--- src/rtl/hdlc_tx_pkg.sv ---
`default_nettype none
package hdlc_tx_pkg;
  // Link framing constants
  localparam logic [7:0]  FLAG_BYTE     = 8'h7e;
  localparam int          MAX_PAYLOAD   = 512;
  localparam logic [9:0]  MAX_PAYLOAD_W = 10'h200;
  localparam logic [2:0]  STUFF_LIMIT   = 3'h5;
  // Check field: x^16+x^12+x^5+1, all-ones preset
  localparam logic [15:0] CRC_POLY      = 16'h1021;
  localparam logic [15:0] CRC_PRESET    = 16'hffff;
  // Scrambler taps (output xor stage 3 and stage 20)
  localparam int          SCR_LEN       = 20;
  localparam int          SCR_TAP_A     = 2;
  localparam int          SCR_TAP_B     = 19;
  // Timing: idle close of a partly filled frame
  localparam int          CLK_PERIOD_PS = 5000;
  localparam int          IDLE_CLOSE_NS = 20000;
  localparam int          IDLE_CLOSE_CYC = (IDLE_CLOSE_NS * 1000 + CLK_PERIOD_PS - 1) / CLK_PERIOD_PS;
  localparam logic [11:0] IDLE_CLOSE_W  = 12'(IDLE_CLOSE_CYC);
  // Byte buffer ahead of the framer
  localparam int          BYTE_W        = 8;
  localparam int          FIFO_DEPTH    = 8;
  localparam int          IDX_W         = 10;

  typedef enum logic [1:0] {ST_FLAG, ST_DATA, ST_CRC} tx_state_type;

  typedef struct packed {
    logic valid;
    logic data;
  } line_bit_type;

  typedef struct packed {
    logic       valid;
    logic [7:0] data;
  } byte_beat_type;
endpackage
`default_nettype wire

--- src/rtl/byte_fifo.sv ---
`default_nettype none
module byte_fifo #(
  parameter int WIDTH = 8,
  parameter int DEPTH = 8
) (
  input  wire logic             clk_i,
  input  wire logic             rst_b_i,
  input  wire logic             in_valid_i,
  input  wire logic [WIDTH-1:0] in_data_i,
  output logic                  in_ready_o,
  output logic                  out_valid_o,
  output logic [WIDTH-1:0]      out_data_o,
  input  wire logic             out_ready_i
);
  localparam int AW = $clog2(DEPTH);
  localparam logic [AW:0] FULL_CNT = (AW+1)'(DEPTH);

  logic [WIDTH-1:0] mem [DEPTH];
  logic [AW-1:0]    wr_ptr_ff, nxt_wr_ptr, rd_ptr_ff, nxt_rd_ptr;
  logic [AW:0]      count_ff, nxt_count;
  logic             ready_ff, nxt_ready;
  logic             push, pop;

  // Ready is registered so the source never sees a combinational path
  always_comb begin
    push       = in_valid_i & ready_ff;
    pop        = out_valid_o & out_ready_i;
    nxt_wr_ptr = push ? wr_ptr_ff + 1'b1 : wr_ptr_ff;
    nxt_rd_ptr = pop ? rd_ptr_ff + 1'b1 : rd_ptr_ff;
    nxt_count  = count_ff + {{AW{1'b0}}, push} - {{AW{1'b0}}, pop};
    nxt_ready  = nxt_count != FULL_CNT;
  end

  always_ff @(posedge clk_i or negedge rst_b_i) begin
    if (!rst_b_i) begin
      wr_ptr_ff <= '0;
      rd_ptr_ff <= '0;
      count_ff  <= '0;
      ready_ff  <= 1'b0;
    end else begin
      wr_ptr_ff <= nxt_wr_ptr;
      rd_ptr_ff <= nxt_rd_ptr;
      count_ff  <= nxt_count;
      ready_ff  <= nxt_ready;
    end
  end

  // Storage has no reset; only occupied words are ever read
  always_ff @(posedge clk_i) begin
    if (push) begin
      mem[wr_ptr_ff] <= in_data_i;
    end
  end

  assign in_ready_o  = ready_ff;
  assign out_valid_o = count_ff != '0;
  assign out_data_o  = mem[rd_ptr_ff];
endmodule
`default_nettype wire

--- src/rtl/hdlc_serial_tx_framer.sv ---
// Functional notes
// - With no payload waiting, keep the link busy sending flags as empty frames.
// - Frame payload never exceeds 512 bytes; a full frame is closed.
// - A partly filled frame idle for 20us is closed and sent short.
// - Non-empty frames get a 16-bit check field; empty frames get none.
// - Payload bytes go onto the bit stream most significant bit first.
// - The framer's own shift register converts bytes to single bits as it frames them.
// - The framed stream is scrambled before the convolutional encoder.
`default_nettype none
module hdlc_serial_tx_framer (
  input  wire logic       REF_CLK_I,
  input  wire logic       RST_B_I,
  input  wire logic       BYTE_VALID_I,
  input  wire logic [7:0] BYTE_DATA_I,
  output logic            BYTE_READY_O,
  input  wire logic       BIT_REQ_I,
  output logic            SCR_BIT_O,
  output logic            SCR_VALID_O
);
  logic                      fifo_valid, fifo_pop;
  logic [7:0]                fifo_data;
  logic [7:0]                frame_mem [hdlc_tx_pkg::MAX_PAYLOAD];
  // Collection side
  logic [9:0]                wr_cnt_ff, nxt_wr_cnt;
  logic [11:0]               idle_cnt_ff, nxt_idle_cnt;
  logic                      frame_rdy_ff, nxt_frame_rdy;
  logic                      tx_done;
  // Transmit side
  hdlc_tx_pkg::tx_state_type st_ff, nxt_st;
  logic [7:0]                sh_ff, nxt_sh;
  logic [2:0]                bit_cnt_ff, nxt_bit_cnt;
  logic [2:0]                ones_ff, nxt_ones;
  logic [9:0]                idx_ff, nxt_idx;
  logic [15:0]               crc_ff, nxt_crc;
  logic                      crc_lo_ff, nxt_crc_lo;
  logic [19:0]               scr_ff, nxt_scr;
  hdlc_tx_pkg::line_bit_type out_ff, nxt_out;
  logic                      stuff, adv, raw_bit, fb;

  // Byte source is buffered; back-pressure reaches BYTE_READY_O
  byte_fifo #(
    .WIDTH (hdlc_tx_pkg::BYTE_W),
    .DEPTH (hdlc_tx_pkg::FIFO_DEPTH)
  ) u_fifo (
    .clk_i       (REF_CLK_I),
    .rst_b_i     (RST_B_I),
    .in_valid_i  (BYTE_VALID_I),
    .in_data_i   (BYTE_DATA_I),
    .in_ready_o  (BYTE_READY_O),
    .out_valid_o (fifo_valid),
    .out_data_o  (fifo_data),
    .out_ready_i (!frame_rdy_ff)
  );

  // Collect bytes into the frame buffer; the buffer is locked while it is sent
  always_comb begin
    fifo_pop      = fifo_valid & !frame_rdy_ff;
    nxt_wr_cnt    = wr_cnt_ff;
    nxt_idle_cnt  = idle_cnt_ff;
    nxt_frame_rdy = frame_rdy_ff;
    if (frame_rdy_ff) begin
      if (tx_done) begin
        nxt_frame_rdy = 1'b0;
        nxt_wr_cnt    = '0;
        nxt_idle_cnt  = '0;
      end
    end else if (fifo_pop) begin
      nxt_wr_cnt   = wr_cnt_ff + 10'h001;
      nxt_idle_cnt = '0;
      if (nxt_wr_cnt == hdlc_tx_pkg::MAX_PAYLOAD_W) begin
        nxt_frame_rdy = 1'b1;
      end
    end else if (wr_cnt_ff != '0) begin
      nxt_idle_cnt = idle_cnt_ff + 12'h001;
      if (nxt_idle_cnt == hdlc_tx_pkg::IDLE_CLOSE_W) begin
        nxt_frame_rdy = 1'b1;
      end
    end
  end

  always_ff @(posedge REF_CLK_I or negedge RST_B_I) begin
    if (!RST_B_I) begin
      wr_cnt_ff    <= '0;
      idle_cnt_ff  <= '0;
      frame_rdy_ff <= 1'b0;
    end else begin
      wr_cnt_ff    <= nxt_wr_cnt;
      idle_cnt_ff  <= nxt_idle_cnt;
      frame_rdy_ff <= nxt_frame_rdy;
    end
  end

  always_ff @(posedge REF_CLK_I) begin
    if (fifo_pop) begin
      frame_mem[wr_cnt_ff[8:0]] <= fifo_data;
    end
  end

  // One line bit per request; a stuffed zero holds the rest of the stream
  always_comb begin
    stuff       = ones_ff == hdlc_tx_pkg::STUFF_LIMIT; // Also breaks a check-field run of ones before the flag
    adv         = BIT_REQ_I & !stuff;
    nxt_st      = st_ff;
    nxt_sh      = sh_ff;
    nxt_bit_cnt = bit_cnt_ff;
    nxt_ones    = ones_ff;
    nxt_idx     = idx_ff;
    nxt_crc     = crc_ff;
    nxt_crc_lo  = crc_lo_ff;
    tx_done     = 1'b0;
    fb          = 1'b0;
    case (st_ff)
      hdlc_tx_pkg::ST_FLAG: raw_bit = hdlc_tx_pkg::FLAG_BYTE[3'h7 - bit_cnt_ff];
      hdlc_tx_pkg::ST_DATA: raw_bit = sh_ff[7];
      hdlc_tx_pkg::ST_CRC:  raw_bit = crc_ff[15];
      default:              raw_bit = 1'b1;
    endcase
    if (BIT_REQ_I && stuff) begin
      raw_bit  = 1'b0;
      nxt_ones = '0;
    end else if (adv) begin
      nxt_bit_cnt = bit_cnt_ff + 3'h1;
      nxt_ones    = (raw_bit && st_ff != hdlc_tx_pkg::ST_FLAG) ? ones_ff + 3'h1 : 3'h0;
      case (st_ff)
        hdlc_tx_pkg::ST_FLAG: begin
          // Back-to-back flags are the empty frames of an idle link
          if (bit_cnt_ff == 3'h7 && frame_rdy_ff) begin
            nxt_st  = hdlc_tx_pkg::ST_DATA;
            nxt_sh  = frame_mem[0];
            nxt_idx = 10'h001;
            nxt_crc = hdlc_tx_pkg::CRC_PRESET;
          end
        end
        hdlc_tx_pkg::ST_DATA: begin
          fb      = crc_ff[15] ^ raw_bit;
          nxt_crc = {crc_ff[14:0], 1'b0} ^ (fb ? hdlc_tx_pkg::CRC_POLY : 16'h0000);
          nxt_sh  = {sh_ff[6:0], 1'b0};
          if (bit_cnt_ff == 3'h7) begin
            if (idx_ff == wr_cnt_ff) begin
              nxt_st     = hdlc_tx_pkg::ST_CRC;
              nxt_crc_lo = 1'b0;
            end else begin
              nxt_sh  = frame_mem[idx_ff[8:0]];
              nxt_idx = idx_ff + 10'h001;
            end
          end
        end
        hdlc_tx_pkg::ST_CRC: begin
          nxt_crc = {crc_ff[14:0], 1'b0};
          if (bit_cnt_ff == 3'h7) begin
            nxt_crc_lo = 1'b1;
            if (crc_lo_ff) begin
              nxt_st  = hdlc_tx_pkg::ST_FLAG;
              tx_done = 1'b1;
            end
          end
        end
        default: nxt_st = hdlc_tx_pkg::ST_FLAG;
      endcase
    end
    // Self-synchronising scrambler so the far end needs no alignment
    nxt_scr = scr_ff;
    nxt_out = '{valid: BIT_REQ_I, data: out_ff.data};
    if (BIT_REQ_I) begin
      nxt_out.data = raw_bit ^ scr_ff[hdlc_tx_pkg::SCR_TAP_A] ^ scr_ff[hdlc_tx_pkg::SCR_TAP_B];
      nxt_scr      = {scr_ff[18:0], nxt_out.data};
    end
  end

  always_ff @(posedge REF_CLK_I or negedge RST_B_I) begin
    if (!RST_B_I) begin
      st_ff      <= hdlc_tx_pkg::ST_FLAG;
      sh_ff      <= '0;
      bit_cnt_ff <= '0;
      ones_ff    <= '0;
      idx_ff     <= '0;
      crc_ff     <= hdlc_tx_pkg::CRC_PRESET;
      crc_lo_ff  <= 1'b0;
      scr_ff     <= '0;
      out_ff     <= '0;
    end else begin
      st_ff      <= nxt_st;
      sh_ff      <= nxt_sh;
      bit_cnt_ff <= nxt_bit_cnt;
      ones_ff    <= nxt_ones;
      idx_ff     <= nxt_idx;
      crc_ff     <= nxt_crc;
      crc_lo_ff  <= nxt_crc_lo;
      scr_ff     <= nxt_scr;
      out_ff     <= nxt_out;
    end
  end

  assign SCR_BIT_O   = out_ff.data;
  assign SCR_VALID_O = out_ff.valid;
endmodule
`default_nettype wire

--- config.mk ---
export PLATFORM = sky130hd
export DESIGN_NAME = hdlc_serial_tx_framer
export DESIGN_NICKNAME = d
export VERILOG_FILES = /design/src/rtl/hdlc_tx_pkg.sv /design/src/rtl/byte_fifo.sv /design/src/rtl/hdlc_serial_tx_framer.sv
export SDC_FILE = /design/constraint.sdc
export NUM_CORES = 2
export LEC_CHECK = 0
export BUFFER_PORTS_ARGS = -buffer_cell sky130_fd_sc_hd__buf_2
export CORE_AREA = 2 2 640 483
export DETAILED_ROUTE_END_ITERATION = 10
export DIE_AREA = 0 0 642 485
export HOLD_SLACK_MARGIN = 0.05
export PLACE_DENSITY_LB_ADDON = 0.15
export SYNTH_ARGS = -nofsm -noshare
export SYNTH_HDL_FRONTEND = slang
export SYNTH_MEMORY_MAX_BITS = 65536
export SYNTH_SLANG_ARGS = --single-unit
export TNS_END_PERCENT = 100
--- constraint.sdc ---
create_clock -name REF_CLK_I -period 16.4 [get_ports REF_CLK_I]
set_input_delay 2.46 -clock REF_CLK_I [delete_from_list [all_inputs] [get_ports REF_CLK_I]]
set_output_delay 2.46 -clock REF_CLK_I [all_outputs]
set_load 0.02 [all_outputs]
# Word-level counts from Yosys, hierarchy flattened
# Memories as Yosys holds them, arrays and structs flattened.
# Cells that the tools add are included.
# totals
reg_bits	99
mem_bits_rw	4160
rom_bits	8
in_bits	12
out_inout_bits	3
elab_cells	126
n_memories	3
# memory_table
name	depth	width	read_ports	rd_clocked_by_memory_dff	wr	line_no	rtl
frame_mem	512	8	2	0	1	hdlc_serial_tx_framer.sv:22	logic [7:0] frame_mem [hdlc_tx_pkg::MAX_PAYLOAD];
u_fifo.mem	8	8	1	0	1	byte_fifo.sv:18	logic [WIDTH-1:0] mem [DEPTH];
(no name shown)	8	1	1	0	0	hdlc_serial_tx_framer.sv:113	hdlc_tx_pkg::ST_FLAG: raw_bit = hdlc_tx_pkg::FLAG_BYTE[3'h7 - bit_cnt_ff];
# op_classes
add_sub_neg	10
magnitude_cmp	1
n_eq_ne	15
mux	49
bitwise	8
reduce_logical	23
# op_table
op	n
$mux W10	6
$mux W12	4
$pmux W16 S3	1
$mux W8	3
$add A10 B1 Y10 const B	2
$mux W1	20
$pmux W10 S2	1
$mux W16	1
$pmux W8 S2	1
$xor A16 B13 Y16	1
$mux W13	1
$add A12 B1 Y12 const B	1
$add A3 B1 Y3 const B	4
$eq A12 B12 Y1 const B	1
$ne A2 B2 Y1 const B	6
$reduce_and A6 Y1	2
$eq A10 B10 Y1	1
$eq A10 B10 Y1 const B	1
$mux W2	5
$reduce_bool A10 Y1	1
$reduce_bool A2 Y1	5
$mux W3	3
$reduce_and A4 Y1	2
$reduce_and A7 Y1	1
21 further kinds	32

# Longest topological paths before layout
# logic_depth
ltp_word	8
depth_mapped	14
depth_no_buf	12

# By module
# From an unflattened synthesis, not the netlist that was laid out.
# hier_totals
hier_cells	8146
area_unflattened_um2	167917.3
# modules_own_cells
module	instances	cells_each	area_per_inst_um2	seq_area_each_um2
hdlc_serial_tx_framer	1	7996	164838.1	125195.1
byte_fifo	1	150	3079.2	2197.1

# Worst setup path after synthesis
# Ideal clock, no wire load.
# synth_path
path_type	register to register
from	reg u_fifo.rd_ptr_ff[0]
to	mem frame_mem[0][0] (data pin)
setup_time_ns	0.911
arrival_time_ns	5.122
t_required_ns	15.489
path_slack_ns	10.367
path_stages_with_launch	5
path_buffers	2
period_less_slack_ns	6.033
path_cell_list	dfrtp_1 > clkbuf_1 > buf_1 > mux4_2 > mux2_2
# synth_via
elab_chain_len	1
# synth_rtl
item	line_no	rtl
start, declared	byte_fifo.sv:19	logic [AW-1:0] wr_ptr_ff, nxt_wr_ptr, rd_ptr_ff, nxt_rd_ptr;
start signal, assigned	byte_fifo.sv:42	rd_ptr_ff <= nxt_rd_ptr;
$mem_v2 Z8 W8	--	
net fifo_data[0]	hdlc_serial_tx_framer.sv:21	logic [7:0] fifo_data;
end, declared	hdlc_serial_tx_framer.sv:22	
# The timed path passes the listed nets, and every way through them passes these cells.

# Worst setup path in the final report
# layout_path
from	reg idx_ff[0]
to	reg sh_ff[7]
# layout_via
elab_chain_len	4
word_cells_on_any_way	5
classes_between	eq/ne (1); mux (3); memory (1)
# layout_rtl
item	line_no	rtl
start, declared	hdlc_serial_tx_framer.sv:33	logic [9:0] idx_ff, nxt_idx;
start signal, assigned	hdlc_serial_tx_framer.sv:186	idx_ff <= nxt_idx;
$mem_v2 Z512 W8 or $eq A10 B10 Y1 (tied branches)	--	
$mux W8 (*)	hdlc_serial_tx_framer.sv:139	if (idx_ff == wr_cnt_ff) begin
$mux W8 (*)	hdlc_serial_tx_framer.sv:138	if (bit_cnt_ff == 3'h7) begin
$pmux W8 S2 (*)	hdlc_serial_tx_framer.sv:124	case (st_ff)
end signal, assigned	hdlc_serial_tx_framer.sv:183	sh_ff <= nxt_sh;
end, declared	hdlc_serial_tx_framer.sv:30	logic [7:0] sh_ff, nxt_sh;
# Every way passes the cells marked *; elsewhere a longest branch is shown, timed or not.
# A chain may end at the register's enable or synchronous reset.

==> flow_metrics.env <==
export IMPL_status="finished, violations left"
export IMPL_violations="max-capacitance violations, max-slew violations"
export IMPL_crit_start="idx_ff[0]"
export IMPL_synth_seq_cells=4258
export IMPL_initial_core_util_pct=54.7
export IMPL_postCtsHoldBufs=0
export IMPL_pre_cts_ws_ns=9.56
export IMPL_final_hold_violation_count=0
export IMPL_final_util_pct=60.3
export IMPL_final_cell_mix="edfxtp_1, mux4_2, nor2_1"
export IMPL_ys_seq_area_share_pct=76.3
export IMPL_clock_fmax_mhz=142
export IMPL_yosys_area_top_type="edfxtp_1"
export IMPL_stdcell_count=12700
export IMPL_postCtsResizedCells=0
export IMPL_cts_reportedPaths_clkPinSlew_ns=0.07
export IMPL_die_h_um=485
export IMPL_report_final_slew_viol_count=11
export IMPL_comb_power_share_pct=29.0
export IMPL_fin_total_pwr_mw=33.1
export IMPL_setup_viol=0
export IMPL_required_ns=17.17
export IMPL_criticalPathCategory="flip-flop to flip-flop"
export IMPL_slowest_delay_ns=0.95
export IMPL_grt_pass1_wl_um=670000
export IMPL_p_seq_share_pct=43.3
export IMPL_dieArea_um2=311000
export IMPL_r2r_start="idx_ff[0]"
export IMPL_synth_cells=8167
export IMPL_drive_gt1_share_pct=21.5
export IMPL_setup_slack_ns=9.34
export IMPL_core_um2=305000
export IMPL_fin_nets=8308
export IMPL_min_delay_start="crc_ff[8]"
export IMPL_pin_count=15
export IMPL_cts_sinks=4258
export IMPL_port_buffers=14
export IMPL_p_clk_share_pct=27.7
export IMPL_clockBufferDepth=4
export IMPL_rsz0062_at_grt="no"
export IMPL_power_density_nw_per_um2=180
export IMPL_period_share_pct=43.1
export IMPL_place_gp_congestion=0.874
export IMPL_path_buf_inv=4
export IMPL_ys_warn_count=0
export IMPL_avgRoutedWirePerCell_um=38.0
export IMPL_fillCellCount=21600
export IMPL_drt_initial_drc_count=14700
export IMPL_detail_route_antenna_nets=0
export IMPL_syn_avg_cell_area_um2=20.4
export IMPL_timing_setup_tns_ns=0
export IMPL_synthFlopType="edfxtp_1"
export IMPL_postPlaceCellArea_um2=171000
export IMPL_remaining_drc_errors=0
export IMPL_power_leakage_nw=57.3
export IMPL_synth_area_um2=167000
export IMPL_async_reset_ff_share_pct=2.30
export IMPL_switchingPower_mw=10.9
export IMPL_syn_num_nets=8206
export IMPL_rows=176
export IMPL_vias_per_cell=6.84
export IMPL_clk_latency_ns=0.94
export IMPL_cts_setup_buffers=0
export IMPL_worst_setup_path_start_kind="flip-flop"
export IMPL_synth_area_leaders="edfxtp_1, mux4_2, mux2i_1"
export IMPL_final_common_cell="edfxtp_1"
export IMPL_tightest_slew_ns=1.56
export IMPL_stdcell_area_um2=184000
export IMPL_crit_path_cell_trace="buf_4 -> buf_4 -> buf_12 -> buf_12 -> mux4_2 -> nand2_1 -> a21oi_1 -> a2111oi_0 -> o41ai_1 -> a2111oi_2 -> o221ai_1"
export IMPL_vdd_drop_max_mv=0.212
export IMPL_arrival_ns=7.83
export IMPL_maxCapViolations=2
export IMPL_h_tree_depth=5
export IMPL_place_inst=12000
export IMPL_wirelength_um=483000
export IMPL_netlist_area_leader_share_pct=74.8
export IMPL_antenna_found_initial=35
export IMPL_dr_total_vias=87000
export IMPL_yosysUniqueCellTypes=77
export IMPL_synth_edf_count=4160
export IMPL_power_internal_mw=22.2
export IMPL_grt_pass1_vias=83200
export IMPL_critPathCaptureType="flip-flop"
export IMPL_area_delta_synth_final_pct=10.2
export IMPL_clockRootBuffer="clkbuf_16"
export IMPL_swShare_pct=32.8
export IMPL_cts_inserted_buffers=395
export IMPL_first_pass_iters=7
export IMPL_holdWs_ns=0.490
export IMPL_worst_path_max_fanout=92
export IMPL_final_min_clock_period_ns=7.06
export IMPL_dieWidth_um=642
export IMPL_cts_tree="built"
export IMPL_crit_family="compound AO/OA/AOI/OAI gates"
export IMPL_hpwlAfterDp_um=287000
export IMPL_grt_use_total_pct=30.9
export IMPL_slew_headroom_pct=-4.42
export IMPL_grt_max_degree=211
export IMPL_min_path_type="flip-flop to flip-flop"
export IMPL_fin_worst_skew_ns=0.0562
export IMPL_crit_path_top_delay_cell="a2111oi_0"
export IMPL_grt_overflow=0
-- power groups by stage --
| stage | Sequential (mW) | Combinational [mW] | Clock [mW] |
|---|---|---|---|
| 2_1_floorplan | 14.8 | 5.87 | 0 |
| 3_3_place_gp | 14.5 | 9.29 | 0 |
| 3_5_place_dp | 14.5 | 9.50 | 0 |
| 4_1_cts | 14.3 | 9.50 | 9.22 |
| 5_1_grt | 14.3 | 10.0 | 9.64 |
| 6_report | 14.3 | 9.61 | 9.16 |
-- worst reg2reg max path, stage by stage, from the launching register on --
cell and delay, ns:
dfrtp_4 0.93, buf_4 0.68, buf_4 0.58, buf_12 0.54
buf_12 0.89, mux4_2 0.79, nand2_1 0.10, a21oi_1 0.10
a2111oi_0 0.95, o41ai_1 0.44, a2111oi_2 0.66, o221ai_1 0.24
-- Yosys cell counts, types with 17 or more instances --
cell type	n
a211oi_1	35
a21oi_1	177
a221oi_1	78
a22oi_1	93
a31oi_1	41
buf_1	20
buf_2	139
buf_4	55
buf_6	53
buf_8	24
clkbuf_1	216
dfrtp_1	82
edfxtp_1	4160
ha_1	26
inv_1	23
mux2_2	58
mux2i_1	406
mux4_2	906
nand2_1	245
nand2b_1	17
nand3_1	57
nand4_1	18
nor2_1	625
nor2b_1	24
nor3_1	35
o21ai_0	129
o221ai_1	57
o22ai_1	74
xnor2_1	23
-- sequential cells by signal, indices dropped and copies added, names as in the netlist --
signal	count
frame_mem	4096
u_fifo.mem	64
scr_ff	20
crc_ff	16
idle_cnt_ff	12
idx_ff	10
wr_cnt_ff	10
sh_ff	8
u_fifo.count_ff	4
bit_cnt_ff	3
ones_ff	3
u_fifo.rd_ptr_ff	3
u_fifo.wr_ptr_ff	3
st_ff	2
SCR_VALID_O	1
crc_lo_ff	1
frame_rdy_ff	1
u_fifo.in_ready_o	1
-- final cells by class --
| type | instances | area, µm² | area share (%) |
|---|---|---|---|
| tap | 4094 | 5120 | 2.78 |
| inverter | 29 | 116 | 0.0632 |
| multi-input combinational | 3365 | 36800 | 20.0 |
| timing repair buffer | 220 | 1820 | 0.989 |
| clock buffer | 496 | 10600 | 5.78 |
| sequential | 4258 | 127000 | 69.2 |
| antenna | 22 | 55.1 | 0.0299 |
| clock inverter | 224 | 2040 | 1.11 |
-- cells by family (layout without fill, tap and decap cells) --
logic type | after synthesis | count (layout) | share of synthesized area, %
AO/OA/AOI/OAI | 824 | 824 | 3.37
multiplexers | 1386 | 1386 | 15.3
adder cells (fa/ha/maj) | 27 | 27 | 0.207
buffers and inverters | 544 | 969 | 1.93
XOR/XNOR | 33 | 33 | 0.173
AND/OR/NAND/NOR | 1095 | 1095 | 2.75
other | 0 | 22 | 0
flip-flops | 4258 | 4258 | 76.3
-- final timing paths --
| path | endpoint | slack (ns) | cells past startpoint |
|---|---|---|---|
| worst max-delay path | sh_ff[7] | 9.34 | 11 |
| worst min-delay path | crc_ff[9] | 0.49 | 2 |
| worst max register to register | sh_ff[7] | 9.34 | 11 |
| worst min register to register | crc_ff[9] | 0.49 | 2 |
| max in group asynchronous | idx_ff[2] | 13.27 | 2 |
| min in group asynchronous | st_ff[0] | 1.45 | 1 |
-- metal layers --
layer  global-route usage [%]  vias up  part of all wire (%)
met5                        0        -                 0.023
li1                         -    34000                     -
met2                     43.8     5893                    44
met4                     10.7       16                   3.9
met3                     8.89      904                    13
met1                     46.4    46200                    39
Power figures use the tool's default switching activity.
